`src/rtl/cpu_pwr_pkg.sv`:
```
// constants and types shared by the power-state controller
// Functional notes
// - exactly five power states exist
// - normal state powers down idle units
// - stop-clock request enters stop-grant
// - stop-clock or halt enters light idle
// - light idle still services snoops
// - sleep request in stop-grant enters sleep
// - bus clock stop in sleep: deep sleep
// - deep sleep entry asserts state indication
// - voltage lowered in deep: deeper sleep
// - deep and deeper sleep ignore snoops
// - reset invalidates cache, no write-back
// - overtemp: trip output, lowest perf, halt
// - six-bit voltage code to regulator
// - deep request plus clock stop: deep
package cpu_pwr_pkg;

	localparam int ADDR_W = 8;
	localparam int DATA_W = 32;
	localparam int VID_W  = 6;
	localparam int EV_W   = 7;

	localparam logic [ADDR_W-1:0] OFF_VID_NORM = 8'h00;
	localparam logic [ADDR_W-1:0] OFF_VID_LOW  = 8'h04;
	localparam logic [ADDR_W-1:0] OFF_STATE    = 8'h08;
	localparam logic [ADDR_W-1:0] OFF_INT_STAT = 8'h0c;
	localparam logic [ADDR_W-1:0] OFF_INT_MASK = 8'h10;

	localparam logic [VID_W-1:0] VID_NORM_RST = 6'h10;
	localparam logic [VID_W-1:0] VID_LOW_RST  = 6'h20;
	localparam logic [EV_W-1:0]  INT_MASK_RST = 7'h00;

	// interrupt status / mask bit positions
	localparam int EV_LIGHT_IDLE = 0;
	localparam int EV_SLEEP      = 1;
	localparam int EV_DEEP       = 2;
	localparam int EV_DEEPER     = 3;
	localparam int EV_WAKE       = 4;
	localparam int EV_TRIP       = 5;
	localparam int EV_SNOOP_DROP = 6;

	// state register read layout
	localparam int ST_STATE_LSB = 0;
	localparam int ST_GRANT_BIT = 5;
	localparam int ST_TRIP_BIT  = 6;
	localparam int ST_PSI_BIT   = 7;

	localparam int BUS_CLK_STOP_CYCLES = 8;
	localparam int NUM_UNITS           = 4;

	typedef enum logic [4:0] {
		normal_st       = 5'h01,
		light_idle_st   = 5'h02,
		sleep_st        = 5'h04,
		deep_sleep_st   = 5'h08,
		deeper_sleep_st = 5'h10
	} pwr_state_e;

endpackage

```
`src/rtl/cpu_power_state_control.sv`:
```
// processor power-state controller with apb control registers
//
// The APB interface to the registers and the address map were decided locally.
`timescale 1ns/100ps
module cpu_power_state_control #(
	parameter int N_UNITS   = cpu_pwr_pkg::NUM_UNITS,
	parameter int STOP_CYCS = cpu_pwr_pkg::BUS_CLK_STOP_CYCLES
) (
	input  wire logic                           pclk,
	input  wire logic                           presetn,
	input  wire logic                           psel,
	input  wire logic                           penable,
	input  wire logic                           pwrite,
	input  wire logic [cpu_pwr_pkg::ADDR_W-1:0] paddr,
	input  wire logic [cpu_pwr_pkg::DATA_W-1:0] pwdata,
	output logic      [cpu_pwr_pkg::DATA_W-1:0] prdata,
	output logic                                pready,
	output logic                                pslverr,
	input  wire logic                           stop_clock_request_n,
	input  wire logic                           sleep_request_n,
	input  wire logic                           deep_sleep_request_n,
	input  wire logic                           core_supply_good,
	input  wire logic                           halt_exec,
	input  wire logic                           wake_event,
	input  wire logic                           bus_clk_level,
	input  wire logic                           core_voltage_lowered,
	input  wire logic                           die_overtemp,
	input  wire logic                           snoop_req,
	input  wire logic [N_UNITS-1:0]             unit_idle,
	output logic      [N_UNITS-1:0]             unit_power_en,
	output logic                                core_clk_en,
	output logic                                pll_only_run,
	output logic                                stop_grant_ack,
	output logic                                snoop_ack,
	output logic                                cache_invalidate,
	output logic                                exec_stop,
	output logic                                perf_low,
	output logic                                low_power_state_ind_n,
	output logic                                overtemp_shutdown_n,
	output logic      [cpu_pwr_pkg::VID_W-1:0]  core_voltage_code,
	output logic                                irq
);
	import cpu_pwr_pkg::*;

	typedef struct packed {
		pwr_state_e         state;
		logic               stop_grant;
		logic               trip;
		logic               inv_done;
		logic               inv_pulse;
		logic               snoop_ack;
		logic               psi_n;
		logic [VID_W-1:0]   vid_norm;
		logic [VID_W-1:0]   vid_low;
		logic [VID_W-1:0]   vid_out;
		logic [EV_W-1:0]    status;
		logic [EV_W-1:0]    mask;
		logic [N_UNITS-1:0] unit_pwr;
		logic [DATA_W-1:0]  rdata;
	} ctl_s;

	ctl_s r_ff;
	ctl_s nxt_r;
	logic clk_stopped;

	bus_clk_stop_detect #(
		.STOP_CYCLES (STOP_CYCS)
	) u_stop_det (
		.pclk          (pclk),
		.presetn       (presetn),
		.bus_clk_level (bus_clk_level),
		.clk_stopped   (clk_stopped)
	);

	function automatic logic [EV_W-1:0] ev_bit(input int idx);
		logic [EV_W-1:0] v;
		v = '0;
		v[idx] = 1'b1;
		return v;
	endfunction

	function automatic logic addr_mapped(input logic [ADDR_W-1:0] a);
		return (a == OFF_VID_NORM) || (a == OFF_VID_LOW) ||
			(a == OFF_STATE) || (a == OFF_INT_STAT) ||
			(a == OFF_INT_MASK);
	endfunction

	logic            wr_acc;
	logic            rd_setup;
	logic [EV_W-1:0] ev;
	logic [EV_W-1:0] w1c;

	assign wr_acc   = psel & penable & pwrite & addr_mapped(paddr);
	assign rd_setup = psel & ~penable & ~pwrite;

	always_comb begin
		nxt_r = r_ff;
		ev = '0;
		w1c = '0;
		nxt_r.inv_pulse = 1'b0;
		nxt_r.snoop_ack = 1'b0;

		// one invalidate pulse after each reset, dirty lines dropped;
		// held off while supply is bad so it cannot repeat each cycle
		if (!r_ff.inv_done && core_supply_good) begin
			nxt_r.inv_pulse = 1'b1;
			nxt_r.inv_done = 1'b1;
		end

		// a glitch-free supply-good is relied on; low restarts core
		if (!core_supply_good) begin
			nxt_r.state = normal_st;
			nxt_r.stop_grant = 1'b0;
			nxt_r.inv_done = 1'b0;
		end else begin
			case (r_ff.state)
			normal_st: begin
				if (!stop_clock_request_n) begin
					nxt_r.state = light_idle_st;
					nxt_r.stop_grant = 1'b1;
					ev = ev_bit(EV_LIGHT_IDLE);
				end else if (halt_exec) begin
					nxt_r.state = light_idle_st;
					nxt_r.stop_grant = 1'b0;
					ev = ev_bit(EV_LIGHT_IDLE);
				end
			end
			light_idle_st: begin
				if (r_ff.stop_grant) begin
					if (!deep_sleep_request_n && clk_stopped) begin
						nxt_r.state = deep_sleep_st;
						ev = ev_bit(EV_DEEP);
					end else if (!sleep_request_n) begin
						nxt_r.state = sleep_st;
						ev = ev_bit(EV_SLEEP);
					end else if (stop_clock_request_n) begin
						nxt_r.state = normal_st;
						nxt_r.stop_grant = 1'b0;
						ev = ev_bit(EV_WAKE);
					end
				end else if (!stop_clock_request_n) begin
					// halted core picks up a stop-clock request
					nxt_r.stop_grant = 1'b1;
				end else if (wake_event) begin
					nxt_r.state = normal_st;
					ev = ev_bit(EV_WAKE);
				end
			end
			sleep_st: begin
				if (clk_stopped) begin
					nxt_r.state = deep_sleep_st;
					ev = ev_bit(EV_DEEP);
				end else if (sleep_request_n) begin
					nxt_r.state = light_idle_st;
				end
			end
			deep_sleep_st: begin
				if (core_voltage_lowered) begin
					nxt_r.state = deeper_sleep_st;
					ev = ev_bit(EV_DEEPER);
				end else if (!clk_stopped) begin
					nxt_r.state = sleep_st;
				end
			end
			deeper_sleep_st: begin
				if (!core_voltage_lowered) begin
					nxt_r.state = deep_sleep_st;
				end
			end
			default: begin
				nxt_r.state = normal_st;
				nxt_r.stop_grant = 1'b0;
			end
			endcase
		end

		// trip is sticky until reset: the platform is expected to
		// cut power, so no software path releases it
		if (die_overtemp && !r_ff.trip) begin
			nxt_r.trip = 1'b1;
			ev = ev | ev_bit(EV_TRIP);
		end

		// snoops served only in normal and light idle; dropped in sleep, deep and deeper sleep
		if (snoop_req) begin
			if (r_ff.state == normal_st || r_ff.state == light_idle_st) begin
				nxt_r.snoop_ack = 1'b1;
			end else begin
				ev = ev | ev_bit(EV_SNOOP_DROP);
			end
		end

		nxt_r.psi_n = !(nxt_r.state == deep_sleep_st ||
			nxt_r.state == deeper_sleep_st);
		nxt_r.vid_out = nxt_r.trip ? r_ff.vid_low : r_ff.vid_norm;

		// idle units lose power in normal with no trip; everything off otherwise
		if (r_ff.state == normal_st && !r_ff.trip) begin
			nxt_r.unit_pwr = ~unit_idle;
		end else begin
			nxt_r.unit_pwr = '0;
		end

		if (wr_acc) begin
			case (paddr)
			OFF_VID_NORM: nxt_r.vid_norm = pwdata[VID_W-1:0];
			OFF_VID_LOW:  nxt_r.vid_low = pwdata[VID_W-1:0];
			OFF_INT_STAT: w1c = pwdata[EV_W-1:0];
			OFF_INT_MASK: nxt_r.mask = pwdata[EV_W-1:0];
			default: begin
			end
			endcase
		end
		// a new event in the clear cycle survives the clear
		nxt_r.status = (r_ff.status & ~w1c) | ev;

		if (rd_setup) begin
			nxt_r.rdata = '0;
			case (paddr)
			OFF_VID_NORM: nxt_r.rdata[VID_W-1:0] = r_ff.vid_norm;
			OFF_VID_LOW:  nxt_r.rdata[VID_W-1:0] = r_ff.vid_low;
			OFF_STATE: begin
				nxt_r.rdata[ST_STATE_LSB +: $bits(pwr_state_e)] = r_ff.state;
				nxt_r.rdata[ST_GRANT_BIT] = r_ff.stop_grant;
				nxt_r.rdata[ST_TRIP_BIT] = r_ff.trip;
				nxt_r.rdata[ST_PSI_BIT] = ~r_ff.psi_n;
			end
			OFF_INT_STAT: nxt_r.rdata[EV_W-1:0] = r_ff.status;
			OFF_INT_MASK: nxt_r.rdata[EV_W-1:0] = r_ff.mask;
			default:      nxt_r.rdata = '0;
			endcase
		end
	end

	always_ff @(posedge pclk or negedge presetn) begin
		if (!presetn) begin
			r_ff.state <= normal_st;
			r_ff.stop_grant <= 1'b0;
			r_ff.trip <= 1'b0;
			r_ff.inv_done <= 1'b0;
			r_ff.inv_pulse <= 1'b0;
			r_ff.snoop_ack <= 1'b0;
			r_ff.psi_n <= 1'b1;
			r_ff.vid_norm <= VID_NORM_RST;
			r_ff.vid_low <= VID_LOW_RST;
			r_ff.vid_out <= VID_NORM_RST;
			r_ff.status <= '0;
			r_ff.mask <= INT_MASK_RST;
			r_ff.unit_pwr <= '0;
			r_ff.rdata <= '0;
		end else begin
			r_ff <= nxt_r;
		end
	end

	// zero-wait slave: read data was caught in the setup cycle
	assign pready  = 1'b1;
	assign pslverr = psel & penable & ~addr_mapped(paddr);
	assign prdata  = r_ff.rdata;

	assign unit_power_en         = r_ff.unit_pwr;
	assign core_clk_en           = (r_ff.state == normal_st) & ~r_ff.trip;
	assign pll_only_run          = (r_ff.state == sleep_st);
	assign stop_grant_ack        = r_ff.stop_grant;
	assign snoop_ack             = r_ff.snoop_ack;
	assign cache_invalidate      = r_ff.inv_pulse;
	assign exec_stop             = r_ff.trip | (r_ff.state != normal_st);
	assign perf_low              = r_ff.trip;
	assign overtemp_shutdown_n   = ~r_ff.trip;
	assign low_power_state_ind_n = r_ff.psi_n;
	assign core_voltage_code     = r_ff.vid_out;
	assign irq                   = |(r_ff.status & r_ff.mask);

endmodule

```
`src/rtl/bus_clk_stop_detect.sv`:
```
// detects that the sampled bus clock has stopped toggling
`timescale 1ns/100ps
module bus_clk_stop_detect #(
	parameter int STOP_CYCLES = cpu_pwr_pkg::BUS_CLK_STOP_CYCLES
) (
	input  wire logic pclk,
	input  wire logic presetn,
	input  wire logic bus_clk_level,
	output logic      clk_stopped
);
	import cpu_pwr_pkg::*;

	localparam int CNT_W = $clog2(STOP_CYCLES + 1);
	localparam logic [CNT_W-1:0] CNT_MAX = CNT_W'(STOP_CYCLES);

	typedef struct packed {
		logic             prev;
		logic [CNT_W-1:0] cnt;
		logic             stopped;
	} det_s;

	det_s r_ff;
	det_s nxt_r;

	// a level held for the full window counts as stopped; a
	// single edge restarts the count, so restart is seen at once
	always_comb begin
		nxt_r = r_ff;
		nxt_r.prev = bus_clk_level;
		if (bus_clk_level != r_ff.prev) begin
			nxt_r.cnt = '0;
			nxt_r.stopped = 1'b0;
		end else if (r_ff.cnt != CNT_MAX) begin
			nxt_r.cnt = r_ff.cnt + CNT_W'(1);
		end else begin
			nxt_r.stopped = 1'b1;
		end
	end

	always_ff @(posedge pclk or negedge presetn) begin
		if (!presetn) begin
			r_ff <= '0;
		end else begin
			r_ff <= nxt_r;
		end
	end

	assign clk_stopped = r_ff.stopped;

endmodule

```
`config.mk`:
```
export PLATFORM = sky130hd
export DESIGN_NAME = cpu_power_state_control
export DESIGN_NICKNAME = d
export VERILOG_FILES = /design/src/rtl/cpu_pwr_pkg.sv /design/src/rtl/cpu_power_state_control.sv /design/src/rtl/bus_clk_stop_detect.sv
export SDC_FILE = /design/constraint.sdc
export NUM_CORES = 1
export LEC_CHECK = 0
export ABC_AREA = 1
export BUFFER_PORTS_ARGS = -buffer_cell sky130_fd_sc_hd__buf_2
export CORE_UTILIZATION = 50
export DETAILED_ROUTE_END_ITERATION = 10
export GPL_TIMING_DRIVEN = 0
export PLACE_DENSITY_LB_ADDON = 0.1
export SETUP_SLACK_MARGIN = 0.02
export SYNTH_ARGS = -nofsm -noshare
export SYNTH_HDL_FRONTEND = slang
export SYNTH_SLANG_ARGS = --single-unit
export TNS_END_PERCENT = 10
```
`constraint.sdc`:
```
create_clock -name pclk -period 1.9 [get_ports pclk]
set_input_delay 0.095 -clock pclk [delete_from_list [all_inputs] [get_ports pclk]]
set_output_delay 0.095 -clock pclk [all_outputs]
set_load 0.03 [all_outputs]
```
==> run_results.csv <==
group,metric,value,unit
critical_path,cp_max_fo,6,
grt,grt_pass1_wl,12800,um
floorplan,die_x,85.5,um
route,drcViolationCount,0,
critical_path,path_class,"reg -> out",
layout,final_nets,601,
layout,regArea,1530,um^2
place,dpl.cell_count,598,
floorplan,boundaryPins,113,
timing,worst_pin_slew,770,ps
layout,multi_input_area,1530,um^2
clocking,cts.clk_slew.worst_paths,70,ps
layout,fillerInstances,639,
yosys,synth_seq_area_share,43.9,%
yosys,avgSynthCellArea,8.04,um^2
critical_path,cp_data_required_time,1800,ps
route,via_count,3001,
place,place.gp.congestion,0.888,
layout,drive_gt1_share,30.8,%
clocking,root_buffer,"clkbuf_8",
hold_path,worstHoldStart,"pwdata[2]",
clocking,clk_latency,350,ps
floorplan,num_rows,30,
yosys,synth_area,3490,um^2
route,routed_wirelength,7610,um
grt,grt_usage,22.6,%
floorplan,core,6760,um^2
clocking,htree_levels,3,
yosys,yosysWarnings,0,
timing,max_freq,581,MHz
layout,area_delta_synth_final,24.3,%
timing,post-route-period-util,90.6,%
yosys,syn_inst,434,
route,antenna_left,0,
route,avgViaCountPerCell,4.80,
flow_run,max-cap-violations,0,
critical_path,crit_start,"r_ff[76]",
grt,antenna_found_initial,0,
hold_path,hold_class,"in -> reg",
layout,diodes,0,
critical_path,worstSetupStartpointType,"flip-flop",
timing,fin_crit,1720,ps
grt,grt_start_max_net_pins,62,
clocking,numCtsBuffers,9,
floorplan,initial_core_util,51.6,%
yosys,synth-seq-cells,61,
yosys,async_flop_share,100,%
grt,overflow,0,
layout,fin_cells,625,
outcome,status,"finished, final reports clean",
grt,grt_pass1_vias,2813,
timing,maxSlewViolCount,0,
power_and_ir_drop,peakVddDrop,466,uV
floorplan,die_h,85.5,um
clocking,clk_path_buf_depth,2,
critical_path,r2r-start,"r_ff[76]",
route,drt_iter0_drc,118,
layout,final_util,64.2,%
timing,slew_headroom,48.7,%
layout,most-common-layout-cells,"nand2_1, buf_2, dfrtp_1",
yosys,synth-main-ff-cell,"dfrtp_1",
layout,mostFrequentLayoutCell,"nand2_1",
timing,hold_viol_final,0,
timing,final-setup-viol-count,0,
floorplan,dieArea,7320,um^2
clocking,clkSinkCount,61,
yosys,synth_cell_type_count,41,
critical_path,cp.arrival,1630,ps
clocking,cts_tree,"built",
place,port_buffers,61,
power_and_ir_drop,leakagePower,2.39,nW
route,drtPass1Iterations,4,
power_and_ir_drop,p_per_area,782,nW/um^2
place,hpwl,5610,um
route,avgRoutedWirePerCell,12.2,um
clocking,post_cts_resize_count,0,
yosys,synth_enable_flop_cells,0,
critical_path,end_kind,"output pin",
timing,rsz0062_at_grt,"false",
timing,fin_setup_tns,0,ps
timing,finClkSkew,7.39,ps
-- area by class of cell --
| class | count | area share, % |
|---|---|---|
| buffer | 52 | 8.82 |
| clock buffer | 10 | 3.17 |
| clock inverter | 6 | 2.54 |
| inverter | 36 | 3.11 |
| multi-input combinational | 308 | 35.1 |
| sequential | 61 | 35.3 |
| tap | 80 | 2.31 |
| timing repair buffer | 72 | 9.57 |
-- stage by stage --
stage	instance area [um^2]	hold WS (ps)	total power, W	setup slack [ps]
floorplan	3580	-201	0.00181	145
global placement	3980	196	0.00195	415
detailed placement	3980	199	0.00196	388
CTS	4330	3.70	0.00340	154
global route	4340	24.7	0.00352	91.6
finish	4340	6.91	0.00339	178
-- registers in the layout (all words and copies together) (netlist names) --
signal                  count
r_ff                       32
prdata                      8
core_voltage_code           6
u_stop_det.r_ff             5
unit_power_en               4
cache_invalidate            1
low_power_state_ind_n       1
perf_low                    1
snoop_ack                   1
stop_grant_ack              1
u_stop_det.clk_stopped      1
-- worst paths after layout --
path	cells past startpoint	slack [ps]	to
setup reg to reg	6	400	low_power_state_ind_n
setup / recovery	5	180	exec_stop
hold reg to reg	1	400	cache_invalidate
max in group asynchronous	2	1030	u_stop_det.clk_stopped
hold / removal	3	7	r_ff[58]
min in group asynchronous	2	360	perf_low
-- cells by family (layout without fill, tap and decap cells) --
kind of cell	Yosys count	after routing	synth area share, %
buffers and inverters	88	176	14.8
DFF	61	61	43.9
xor gates and xnor gates	3	3	0.753
other	2	25	0.215
adders and majority gates	2	2	0.717
and+or+nand+nor	232	232	31.3
AOI/OAI and AO/OA	46	46	8.28
-- worst max-delay path, stage by stage (launching register included) --
cell and delay, ps:
dfrtp_1 460, nor2_1 200, nand4_1 170, nor2_1 150, inv_1 110, buf_2 190
-- cell usage after synthesis, types with 3 or more instances --
master / n / area, um^2
nand3_2: 4 / 40.0
buf_4: 44 / 330
o21ai_2: 7 / 61.3
o21ai_1: 6 / 30.0
clkbuf_1: 3 / 11.3
nor2_1: 49 / 184
inv_1: 33 / 124
dfrtp_1: 56 / 1400
buf_2: 3 / 15.0
nand4_1: 13 / 81.3
a21boi_1: 6 / 45.0
nor2_2: 3 / 18.8
nor2_4: 4 / 45.0
dfstp_2: 5 / 131
nand2_1: 118 / 443
or2_2: 6 / 37.5
inv_2: 3 / 11.3
nand3_1: 21 / 105
a21oi_1: 9 / 45.0
o21ai_0: 10 / 50.1
-- routing by layer --
| metal | share of wire (%) | global-route usage (%) | routed length (um) | up-vias |
|---|---|---|---|---|
| li1 | - | - | - | 1538 |
| met1 | 45 | 29.2 | 3440 | 1356 |
| met2 | 48 | 38.3 | 3630 | 91 |
| met3 | 5.0 | 3.27 | 379 | 16 |
| met4 | 2.1 | 9.85 | 157 | 0 |
| met5 | 0 | 0 | 0 | - |
-- timing repair --
item	4_1_cts	5_1_grt
hold buffers	9	1
setup endpoints to repair	1	0
endpoints found under the hold margin	10	56
setup buffers	1	0
-- power by group --
part	internal, W	switching, W	total [W]
clock network	0.000904	0.000531	0.00144
logic	0.000209	0.000333	0.000542
registers	0.00137	0.0000465	0.00141
total	0.00248	0.000910	0.00339
No activity file was read; power rests on OpenSTA's default activity.
